$ cat src/watchdog_unit_map.svh
// Register offsets, field positions and counts of the watchdog unit
`ifndef WATCHDOG_UNIT_MAP_SVH
`define WATCHDOG_UNIT_MAP_SVH

`define WDU_ADDR_W        8
`define WDU_CTRL_OFS      8'h00
`define WDU_IRQ_OFS       8'h04

`define WDU_CLR_HI        7
`define WDU_CLR_LO        4
`define WDU_EN_BIT        3
`define WDU_MODE_BIT      2
`define WDU_INT_HI        1
`define WDU_INT_LO        0
`define WDU_FLAG_BIT      0
`define WDU_IE_BIT        1

`define WDU_KEY_FIRST     4'ha
`define WDU_KEY_SECOND    4'h5

`define WDU_CNT_W         15
`define WDU_LAST_64       15'h003f
`define WDU_LAST_512      15'h01ff
`define WDU_LAST_8192     15'h1fff
`define WDU_LAST_32768    15'h7fff

`endif

$ cat src/watchdog_unit_pkg.sv
// Types shared by the watchdog unit and its users
package watchdog_unit_pkg;

  typedef enum logic [1:0] {
    power_mode_active,
    power_mode_one,
    power_mode_two,
    power_mode_three
  } power_mode_t;

  typedef struct packed {
    logic [7:0] addr;
    logic [7:0] wdata;
    logic       wr;
    logic       rd;
  } bus_req_t;

  typedef struct packed {
    logic        en;
    logic        mode;
    logic [1:0]  intv;
    logic        irq_en;
    logic        flag;
    logic [14:0] cnt;
    logic        armed;
    logic        lf_prev;
    logic        pm1_pend;
    logic        reset_req;
    logic [7:0]  rdata;
  } wdu_state_t;

endpackage

$ cat src/watchdog_unit.sv
// Watchdog and interval timer with a plain register port
`timescale 1ns/1ps
`default_nettype none
`include "watchdog_unit_map.svh"

module watchdog_unit (
  input  wire logic                           mclk,
  input  wire logic                           rst,
  input  wire watchdog_unit_pkg::bus_req_t    bus,
  output logic [7:0]                          rdata,
  input  wire logic                           lf_clk,
  input  wire watchdog_unit_pkg::power_mode_t power_mode,
  output logic                                sys_reset_req,
  output logic                                irq
);

  watchdog_unit_pkg::wdu_state_t st;
  watchdog_unit_pkg::wdu_state_t next_st;

  logic        wr_ctrl;
  logic        wr_irq;
  logic        rd_ctrl;
  logic        rd_irq;
  logic [3:0]  key;
  logic        lf_rise;
  logic        lf_edge;
  logic        halted;
  logic        expire;
  logic [14:0] last;

  assign wr_ctrl = bus.wr && (bus.addr == `WDU_CTRL_OFS);
  assign wr_irq  = bus.wr && (bus.addr == `WDU_IRQ_OFS);
  assign rd_ctrl = bus.rd && (bus.addr == `WDU_CTRL_OFS);
  assign rd_irq  = bus.rd && (bus.addr == `WDU_IRQ_OFS);
  assign key     = bus.wdata[`WDU_CLR_HI:`WDU_CLR_LO];

  // Low-speed level arrives synchronous, so one history bit suffices
  assign lf_rise = lf_clk && !st.lf_prev;
  assign lf_edge = lf_clk != st.lf_prev;

  assign halted = (power_mode == watchdog_unit_pkg::power_mode_two) ||
                  (power_mode == watchdog_unit_pkg::power_mode_three);

  always_comb begin
    case (st.intv)
      2'h0:    last = `WDU_LAST_64;
      2'h1:    last = `WDU_LAST_512;
      2'h2:    last = `WDU_LAST_8192;
      default: last = `WDU_LAST_32768;
    endcase
  end

  // Interval shortened below count still expires on next step
  assign expire = st.en && !halted && lf_rise && (st.cnt >= last);

  always_comb begin
    next_st = st;
    next_st.lf_prev = lf_clk;
    next_st.rdata = 8'h00;

    // Counter steps only on the low-speed rising edge
    if (st.en && !halted && lf_rise) begin
      next_st.cnt = expire ? 15'h0000 : st.cnt + 15'h0001;
    end
    // Pending wake reset lapses at the next step
    if (st.en && !halted && lf_rise) begin
      next_st.pm1_pend = 1'b0;
    end
    if (halted) begin
      next_st.cnt = 15'h0000;
      next_st.armed = 1'b0;
      next_st.pm1_pend = 1'b0;
    end

    if (expire && !st.mode) begin
      if (power_mode == watchdog_unit_pkg::power_mode_one) begin
        next_st.pm1_pend = 1'b1;
      end else begin
        next_st.reset_req = 1'b1;
      end
    end
    // Wake from power mode one right at expiry resets at once
    if (st.pm1_pend && !st.mode &&
        power_mode == watchdog_unit_pkg::power_mode_active) begin
      next_st.reset_req = 1'b1;
    end

    // Key window closes at the next low-speed edge
    if (lf_edge) begin
      next_st.armed = 1'b0;
    end

    if (wr_ctrl) begin
      next_st.intv = bus.wdata[`WDU_INT_HI:`WDU_INT_LO];
      if (st.en && !st.mode) begin
        next_st.en = 1'b1;
      end else begin
        next_st.mode = bus.wdata[`WDU_MODE_BIT];
        next_st.en = bus.wdata[`WDU_EN_BIT];
        if (!st.en && bus.wdata[`WDU_EN_BIT]) begin
          next_st.cnt = 15'h0000;
        end
      end
      if (st.en && !st.mode) begin
        if (key == `WDU_KEY_FIRST) begin
          next_st.armed = 1'b1;
        end else begin
          next_st.armed = 1'b0;
        end
        // A late or wrong second key leaves the count running
        if (key == `WDU_KEY_SECOND && st.armed && !lf_edge) begin
          next_st.cnt = 15'h0000;
          next_st.pm1_pend = 1'b0;
        end
      end else if (st.en && st.mode && bus.wdata[`WDU_CLR_LO]) begin
        next_st.cnt = 15'h0000;
      end
    end

    if (wr_irq) begin
      next_st.irq_en = bus.wdata[`WDU_IE_BIT];
      if (bus.wdata[`WDU_FLAG_BIT]) begin
        next_st.flag = 1'b0;
      end
    end
    // Expiry set wins over a same-cycle clear; no reset in timer mode
    if (expire && st.mode) begin
      next_st.flag = 1'b1;
    end

    if (rd_ctrl) begin
      next_st.rdata = {4'h0, st.en, st.mode, st.intv};
    end else if (rd_irq) begin
      next_st.rdata = {6'h00, st.irq_en, st.flag};
    end
  end

  always_ff @(posedge mclk) begin
    if (rst) begin
      st <= '0;
    end else begin
      st <= next_st;
    end
  end

  assign rdata = st.rdata;
  assign sys_reset_req = st.reset_req;
  assign irq = st.flag && st.irq_en;

endmodule
`default_nettype wire

$ cat config.mk
export PLATFORM = sky130hd
export DESIGN_NAME = watchdog_unit
export DESIGN_NICKNAME = d
export VERILOG_FILES = /design/src/watchdog_unit_pkg.sv /design/src/watchdog_unit.sv
export VERILOG_INCLUDE_DIRS = /design/src
export SDC_FILE = /design/constraint.sdc
export NUM_CORES = 1
export LEC_CHECK = 0
export BUFFER_PORTS_ARGS = -buffer_cell sky130_fd_sc_hd__buf_2
export CELL_PAD_IN_SITES_DETAIL_PLACEMENT = 1
export CELL_PAD_IN_SITES_GLOBAL_PLACEMENT = 1
export CORE_MARGIN = 3
export CORE_UTILIZATION = 40
export DETAILED_ROUTE_END_ITERATION = 6
export PLACE_DENSITY_LB_ADDON = 0.1
export SYNTH_ARGS = -nofsm -noshare
export SYNTH_HDL_FRONTEND = slang
export SYNTH_SLANG_ARGS = --single-unit
$ cat constraint.sdc
create_clock -name mclk -period 2.03 [get_ports mclk]
set_clock_uncertainty 0.05 [all_clocks]
set_input_delay 0.1015 -clock mclk [delete_from_list [all_inputs] [get_ports mclk]]
set_output_delay 0.1015 -clock mclk [all_outputs]
set_load 0.02 [all_outputs]
==> run metrics, run 1 <==
status=finished, final reports clean; unrepaired setup endpoints after global routing=false; Mean Syn Cell Area=9.01 sq um; reg2reg setup slack=0.11 ns; initial antenna violation count=0; clk_lat worst skew=0.29 ns; yosys warns=0; final core occ=0.495; number of fill cells in the layout=495; most used cell, CP=nand2_1; GRT Total Usage=0.182; endpoint arrival time on the critical path=2.04 ns; register area share after synthesis=0.329; Initial Util=0.429; FP Rows=23; max-cap violations=0; DR vias/cell=5.52; Worst Hold End=st[29]$_SDFFE_PP0P_; CP max-delay cell=dfxtp_2; reg2reg start=st[30]$_SDFFE_PP0P_; H-Tree Depth=2; via count=~1500; ratio of final minimum period to clock period=0.945; post-route setup slack=0.111 ns; Crit Path Class=reg2reg; Max Slew Vio Count=0; Post-route DRC=0; hold path start=bus[2]; die extent in x=72.4 um; ys async rst share=0; FF+latch count, synth=29; critical path's largest stage delay=0.41 ns; fmax=roughly 520 MHz; PortBufs=28; synthesis-to-layout area growth=15.3%; DRT antenna net count=0; delay-heaviest family, CP=compound AO/OA/AOI/OAI gates; Pre-Repair DR Iteration Count=4; Routed WL=4.45 mm; Worst Hold Class=in2reg; minimum clock period=1.92 ns; Cell Chain, Critical Path=nand2_1 > ha_1 > nand2_1 > a221oi_4 > nand3b_2 > a21oi_4 > buf_12 > nor3_1; I/O pins=33; CORE AREA=about 4100 sq um; LEAKAGE=0.000733 uW; vias in the first global route=1560; diode count=0; post-synthesis instance area=1770 sq um; Post-synth EDFFs=0; layout cells sized above 1=0.295; CP bufs+invs=1; Max clock buf depth=2; Crit Path Max Fanout=14; worst vdd ir=0.000291 V; CP required=2.15 ns; clock-pin slew on the worst setup and hold paths=0.06 ns; RD Place Congestion=0.825; PD cells=577 nW/um^2; Reg-to-Reg End=st[14]$_SDFF_PP0_; share of the synthesized area in the top cell type=0.329; # clock sinks=29; Setup violations, final=0; pre-CTS setup slack=0.0136 ns; DR iter-0 viols=54; WHS Path Cells=3; detailed placement HPWL=about 3.5 mm; Final Hold Fails=0; startpoint class of the critical path=register; post-route setup TNS=0 ns; post-synthesis cell type count=53; largest net degree at the start of global routing=16; Critical Path Sink Type=register; Final nets=253; CTS tree=yes; most frequent cells in the layout=buf_2 (28), dfxtp_1 (27), nand2_1 (18); CP Depth=8; Die ar.=5250 sq um; Overflow after GRT=0; synth top area cells=dfxtp_1 (33%), nor3_2 (5.7%), xnor2_1 (5.5%); Top FF cell, synth=dfxtp_1; area leader, netlist=dfxtp_1; first-pass GRT wire length=7.45 mm; average wire per standard cell=between 15 and 20 um; DIE HEIGHT=72.4 um; R2R cell count=8; commonest non-fill, non-tap cell in the layout=buf_2; CTS buffer count=5; Gate Count Post-Synth=196; CTS root buf=clkbuf_8
==> logic make-up after synthesis <==
logic type,Yosys count,share of synthesized area
mux,4,0.0227
xor+xnor,15,0.0744
compound gates,26,0.125
flops,29,0.329
simple gates,97,0.341
fa+ha+maj,4,0.0283
buf+inv,20,0.0780
other cells,1,0.00212
==> final cells by class <==
type                    instances  area [sq um]  area share
flip-flops and latches         29           583       0.286
repair buffers                 36           215       0.106
multi-input cells             150          1060       0.520
clock inverters                 1          5.00     0.00246
inverters                       4          15.0     0.00738
well taps                      50          62.6      0.0307
clock buffers                   7          96.3      0.0473
==> where the power goes <==
group | switching (uW) | internal (uW) | leakage (uW)
logic | 39.8 | 26.3 | 0.000444
clock network | 232 | 306 | 0.0000542
registers | 0.478 | 570 | 0.000235
==> flip-flops by register name, indices dropped and copies added, names as in the netlist <==
register,count
st,24
sys_reset_req,1
rdata,4
==> stage by stage <==
stage | hold slack, ns | total power [uW] | cells | instance area (sq um)
finish | 0.0278 | 1170 | 277 | 2040
global route | 0.0404 | 1220 | 277 | 2040
CTS | 0.0271 | 1190 | 277 | 2030
detailed placement | 0.295 | 648 | 268 | 1920
global placement | 0.290 | 645 | 268 | 1920
floorplan | 0.180 | 625 | 199 | 1780
==> Yosys cell counts, types with 2 or more instances <==
master,count
buf_8,2
xor2_1,4
nor3_2,10
clkbuf_1,3
and2_1,2
buf_4,8
o21ai_0,3
nor3_1,13
a211oi_1,2
nor4_1,2
nor3b_1,2
o211ai_1,3
buf_2,2
nor2_1,16
dfxtp_1,29
ha_1,4
inv_1,4
nand4_1,5
nand2_1,18
a21oi_1,5
or3_4,2
and3_1,2
nor2b_1,4
nand3_1,8
xnor2_1,11
a31oi_1,2
mux2i_1,4
==> metal layers <==
layer  global-route usage  up-vias  part of all wire
met3               0.0291        9             0.033
met5                    0        -                 0
met1                0.232      743              0.45
met2                0.300       30              0.50
met4               0.0861        0             0.022
li1                     -      748                 -
==> tightest hold or removal path, cell delays in order <==
cell and delay [ns]:
buf_2 0.09, mux2i_1 0.06, nor2_1 0.08
==> how the worst max path moves through the flow <==
stage	start	end	slack [ns]
global placement	st[30]$_SDFFE_PP0P_	st[15]$_SDFF_PP0_	0.13
detailed placement	st[30]$_SDFFE_PP0P_	st[14]$_SDFF_PP0_	0.01
floorplan	st[30]$_SDFFE_PP0P_	st[15]$_SDFF_PP0_	0.17
finish	st[30]$_SDFFE_PP0P_	st[14]$_SDFF_PP0_	0.11
CTS	st[30]$_SDFFE_PP0P_	st[14]$_SDFF_PP0_	0.0009
global route	st[30]$_SDFFE_PP0P_	st[14]$_SDFF_PP0_	0.001
==> what timing repair did <==
| item | CTS | global route |
|---|---|---|
| buffers inserted | 0 | 0 |
| hold buffers | 1 | 0 |
| gates resized for setup | 0 | 2 |
| setup endpoints to repair | 0 | 17 |
| hold endpoints to repair | 1 | 0 |
No activity file was read; power rests on OpenSTA's default activity.
==> run 2, diff against run 1 <==
PLACE_DENSITY = 0.85   (was default)
PLACE_DENSITY_LB_ADDON = default   (was 0.1)
clock period = 2.3 ns   (was 2.03 ns; I/O delays follow)
==> run metrics, run 2 (synthesis results as in run 1) <==
Power, Total=1110 uW (-5.2%); # clock sinks=29 (unchanged); PortBufs=28 (unchanged); H-Tree Depth=2 (unchanged); minimum clock period=2.06 ns (+0.145 ns); via count=1493 (-2.4%); post-CTS resize count=0 (unchanged); CP bufs+invs=1 (unchanged); post-CTS setup buffers=0 (unchanged); RD Place Congestion=0.780 (-5.4%); Crit Path Class=reg2reg; pre-CTS setup slack=0.253 ns (+0.239 ns); CTS root buf=clkbuf_8; GRT Total Usage=0.179 (-0.00324); R2R cell count=8 (unchanged); post-route setup TNS=0 ns (unchanged); die extent in x=72.4 um (unchanged); DR iter-0 viols=57 (+5.6%); vias in the first global route=1528 (-2.1%); PD cells=554 nW/um^2 (-3.9%); FP Rows=23 (unchanged); first-pass GRT wire length=7.18 mm (-3.7%); endpoint arrival time on the critical path=2.18 ns (+0.14 ns); CP max-delay cell=dfxtp_1; I/O pins=33 (unchanged); unrepaired setup endpoints after global routing=false; Post-route DRC=0 (unchanged); WHS Path Cells=2 (-1); most frequent cells in the layout=buf_2 (28), dfxtp_1 (28), nand2_1 (18); worst hold margin=0.0230 ns (-0.00481 ns); DIE HEIGHT=72.4 um (unchanged); clock-pin slew on the worst setup and hold paths=0.06 ns (about the same); reg2reg setup slack=0.24 ns (+0.13 ns); fmax=485 MHz (-7.0%); Setup violations, final=0 (unchanged); Max Slew Vio Count=0 (unchanged); average wire per standard cell=15.9 um (-0.98%); CTS Hold Bufs=0 (-1); Reg-to-Reg End=st[24]$_SDFF_PP0_; post-route setup slack=0.236 ns (+0.125 ns); startpoint class of the critical path=register; synthesis-to-layout area growth=13.8%; Worst Hold Class=in2reg; DRT antenna net count=0 (unchanged); CORE AREA=4120 sq um (unchanged); Die ar.=5250 sq um (unchanged); Critical Path Sink Type=register; Routed WL=4.33 mm (-2.8%); CTS buffer count=5 (unchanged); number of flip-flops in the largest register=24 (unchanged); Cell Chain, Critical Path=nand2_1 > ha_1 > nand2_1 > a211oi_1 > nor2_1 > a21oi_4 > buf_12 > nor3_1; max-cap violations=0 (unchanged); Final nets=248 (-2.0%); LEAKAGE=0.000711 uW (-3.0%); Overflow after GRT=0 (unchanged); Pre-Repair DR Iteration Count=4 (unchanged); Initial Util=0.429 (unchanged); ratio of final minimum period to clock period=0.897 (-0.0480); detailed placement HPWL=3.09 mm (-11%); initial antenna violation count=0 (unchanged); status=finished, final reports clean; delay-heaviest family, CP=compound AO/OA/AOI/OAI gates; worst vdd ir=0.000402 V (+38%); critical path's largest stage delay=0.48 ns (+0.07 ns); CP required=2.42 ns (+0.27 ns); number of fill cells in the layout=506 (+2.2%); Max clock buf depth=2 (unchanged); diode count=0 (unchanged); reg2reg start=st[29]$_SDFFE_PP0P_; largest net degree at the start of global routing=16 (unchanged); layout cells sized above 1=0.275 (-0.0204); Final Hold Fails=0 (unchanged); CTS tree=yes; clk_lat worst skew=0.29 ns (about the same); Worst Hold End=st[10]$_SDFF_PP0_; Most flops, register=st; DR vias/cell=5.49 (-0.62%); most used cell, CP=nand2_1; Crit Path Max Fanout=14 (unchanged); hold path start=lf_clk
[run 2: cell types whose count changed in the layout (fill, tap and decap cells not counted), sizes merged]
cell / change
bufinv: +1
buf: -4
dlygate4sd3: -1
clkinv: -1
[run 2: worst reg2reg max path, delay by kind of cell, from the launching register on]
kind / cells / cell delay, ns
and+or+nand+nor: 4 / 0.45
adders and majority gates: 1 / 0.32
DFF: 1 / 0.48
buffers and inverters: 1 / 0.16
AOI/OAI and AO/OA: 2 / 0.49
[run 2: worst max path at each step]
stage / end / slack, ns / from / depth (start not counted)
2_1_floorplan: st[15]$_SDFF_PP0_ / 0.44 / st[30]$_SDFFE_PP0P_ / 9
3_3_place_gp: st[24]$_SDFF_PP0_ / 0.33 / st[30]$_SDFFE_PP0P_ / 8
3_5_place_dp: st[12]$_SDFF_PP0_ / 0.25 / st[30]$_SDFFE_PP0P_ / 8
4_1_cts: st[12]$_SDFF_PP0_ / 0.22 / st[30]$_SDFFE_PP0P_ / 8
5_1_grt: st[24]$_SDFF_PP0_ / 0.07 / st[29]$_SDFFE_PP0P_ / 8
6_report: st[24]$_SDFF_PP0_ / 0.24 / st[29]$_SDFFE_PP0P_ / 8
[run 2: routing by layer]
| layer | track usage | wire, um |
|---|---|---|
| met5 | 0 | 0 |
| met4 | 0.0820 | 96 |
| met3 | 0.0374 | 114 |
| met2 | 0.302 | 2230 |
| met1 | 0.218 | 1890 |
[run 2: report_power, final]
part	internal (uW)	total, uW	switching (uW)
combinational	22.1	57.2	35.1
clock	353	553	200
sequential	503	504	0.458
total	878	1110	236
[run 2: metrics by stage]
step | util | area (sq um) | cells
2_1_floorplan | - | 1780 | 199
3_3_place_gp | 0.460 | 1890 | 264
5_1_grt | 0.488 | 2010 | 272
6_report | 0.488 | 2010 | 272
4_1_cts | 0.488 | 2010 | 272
3_5_place_dp | 0.460 | 1890 | 264
[run 2: final cells by class]
class                      count  area, sq um  area share
inverter                       4         15.0     0.00747
tap                           50         62.6      0.0311
clock buffer                   7         86.3      0.0430
sequential                    29          582       0.290
clock inverter                 1         30.0      0.0149
timing repair buffer          31          175      0.0872
multi-input combinational    150         1060       0.527
==> run 3, diff against run 2 <==
ABC_AREA = 1   (was default)
PLACE_DENSITY = 0.9   (was 0.85)
==> run metrics, run 3 <==
LEAKAGE=0.000791 uW (+11%); largest net degree at the start of global routing=15 (-1); Worst Hold Class=in2reg; Final nets=288 (+16%); Crit Path Class=reg2reg; Max Slew Vio Count=0 (unchanged); startpoint class of the critical path=register; CP required=2.45 ns (+0.03 ns); CTS buffer count=5 (unchanged); most frequent cells in the layout=nand2_1 (52), inv_1 (33), dfxtp_1 (29); detailed placement HPWL=2.97 mm (-3.9%); R2R cell count=9 (+1); Critical Path Sink Type=register; post-synthesis instance area=1630 sq um (-7.7%); Die ar.=4870 sq um (-7.1%); post-synthesis cell type count=33 (-38%); post-CTS setup buffers=0 (unchanged); share of the synthesized area in the top cell type=0.356 (+0.0275); area leader, netlist=dfxtp_1; delay-heaviest family, CP=simple AND/OR/NAND/NOR gates; PortBufs=28 (unchanged); Mean Syn Cell Area=6.99 sq um (-22%); Gate Count Post-Synth=233 (+19%); hold path start=lf_clk; PD cells=553 nW/um^2 (-0.26%); diode count=0 (unchanged); fmax=504 MHz (+4.0%); unrepaired setup endpoints after global routing=false; post-CTS resize count=0 (unchanged); vias in the first global route=1581 (+3.5%); most common cell in the netlist=nand2_1; critical path's largest stage delay=0.41 ns (-0.07 ns); reg2reg start=st[30]$_SDFFE_PP0P_; Reg-to-Reg End=st[14]$_SDFF_PP0_; post-route setup TNS=0 ns (unchanged); Max clock buf depth=2 (unchanged); actual slew at the worst max-slew pin=0.516 ns; Initial Util=0.429 (about the same); CP bufs+invs=0 (-1); synthesis-to-layout area growth=14.6%; Top FF cell, synth=dfxtp_1; via count=1525 (+2.1%); CTS Hold Bufs=0 (unchanged); Pre-Repair DR Iteration Count=4 (unchanged); max-cap violations=0 (unchanged); Overflow after GRT=0 (unchanged); Worst Hold End=st[10]$_SDFF_PP0_; Most flops, register=st; average wire per standard cell=12.4 um (-22%); Synth top cells by count=nand2_1 (52), inv_1 (33), dfxtp_1 (29), nor2_1 (23), nand3_1 (15); WHS Path Cells=3 (+1); Setup violations, final=0 (unchanged); minimum clock period=1.98 ns (-0.0798 ns); CP max-delay cell=dfxtp_1; first-pass GRT wire length=6.53 mm (-8.9%); yosys warns=0 (unchanged); # clock sinks=29 (unchanged); synth top area cells=dfxtp_1 (36%), nand2_1 (12%), inv_1 (7.6%); FF+latch count, synth=29 (unchanged); endpoint arrival time on the critical path=2.14 ns (-0.04 ns); final core occ=0.491 (+0.00314); initial antenna violation count=0 (unchanged); Cell Chain, Critical Path=nand2_1 > ha_1 > a21oi_1 > o21ai_0 > a21oi_1 > nand2_1 > nand2_2 > nand2_2 > nor3_1; DIE HEIGHT=69.8 um (-3.6%); Routed WL=3.83 mm (-12%); Post-synth EDFFs=0 (unchanged); DR vias/cell=4.92 (-10%); CTS tree=yes; Crit Path Max Fanout=14 (unchanged); ys async rst share=0 (unchanged); layout cells sized above 1=0.214 (-0.0610); clock-pin slew on the worst setup and hold paths=0.07 ns (about the same); clk_lat worst skew=0.28 ns (about the same); FP Rows=22 (-4.3%); commonest non-fill, non-tap cell in the layout=nand2_1; worst vdd ir=0.000265 V (-34%); register area share after synthesis=0.356 (+0.0275); ratio of final minimum period to clock period=0.863 (-0.0347); reg2reg setup slack=0.32 ns (+0.08 ns); DR iter-0 viols=46 (-19%); H-Tree Depth=2 (unchanged); RD Place Congestion=0.786 (+0.68%); I/O pins=33 (unchanged); CORE AREA=3800 sq um (-7.7%); Final Hold Fails=0 (unchanged); Max transition margin=0.651; die extent in x=69.8 um (-3.6%); status=finished, final reports clean; Post-route DRC=0 (unchanged); GRT Total Usage=0.165 (-0.0139); DRT antenna net count=0 (unchanged); CTS root buf=clkbuf_8; number of flip-flops in the largest register=24 (unchanged)
run 3: cell count changes in the layout (fill, tap and decap cells not counted), sizes merged, moves of 5 or more:
cell / delta
nand2: +37
inv: +31
nor3: -20
o21ai: +9
xnor2: -11
a21oi: +5
nor2: +17
nand3: +7
run 3: power by group:
group,switching (uW),internal (uW)
sequential,0.646,503
combinational,36.8,22.3
clock,199,270
run 3: metrics by stage:
step                instances  power [uW]  setup slack (ns)  cell area [sq um]  hold WS [ns]
finish                    310        1030             0.316               1870        0.0170
global route              310        1080            0.0957               1870        0.0207
CTS                       310        1050             0.309               1870        0.0105
detailed placement        302         574             0.315               1770         0.314
global placement          302         572             0.483               1770         0.288
floorplan                 236         553             0.660               1640         0.134
run 3: cell families (layout without fill, tap and decap cells):
logic type      count (synthesis)  after routing  share of synthesized area
fa+ha+maj                       4              4                     0.0307
xor+xnor                        4              4                     0.0215
compound gates                 31             31                      0.104
other cells                     1              4                    0.00230
flops                          29             29                      0.356
buf+inv                        45             71                      0.127
simple gates                  119            119                      0.359
run 3: area by class of cell:
cell class                 instances  area, sq um
fill                             526         1930
multi-input combinational        162          853
sequential                        29          581
timing repair buffer              28          140
inverter                          35          131
clock buffer                       7         96.3
tap                               48         60.1
clock inverter                     1         5.00
run 3: how the worst max path moves through the flow:
stage | end | depth (start not counted) | start | slack, ns
floorplan | st[20]$_SDFF_PP0_ | 12 | st[30]$_SDFFE_PP0P_ | 0.66
global placement | st[14]$_SDFF_PP0_ | 11 | st[30]$_SDFFE_PP0P_ | 0.48
detailed placement | st[14]$_SDFF_PP0_ | 11 | st[30]$_SDFFE_PP0P_ | 0.31
CTS | st[14]$_SDFF_PP0_ | 11 | st[30]$_SDFFE_PP0P_ | 0.31
global route | st[14]$_SDFF_PP0_ | 11 | st[30]$_SDFFE_PP0P_ | 0.1
finish | st[14]$_SDFF_PP0_ | 9 | st[30]$_SDFFE_PP0P_ | 0.32
run 3: metal layers:
metal / share of wire / vias up / wire length (um) / track usage
met5: 0 / - / 0 / 0
met2: 0.52 / 25 / 2010 / 0.310
met3: 0.038 / 5 / 146 / 0.0449
li1: - / 785 / - / -
met4: 0.011 / 0 / 42 / 0.0574
met1: 0.43 / 710 / 1630 / 0.175
run 3: worst min-delay path, stage by stage:
cell,delay (ns)
buf_2,0.11
inv_1,0.05
nor2_1,0.04
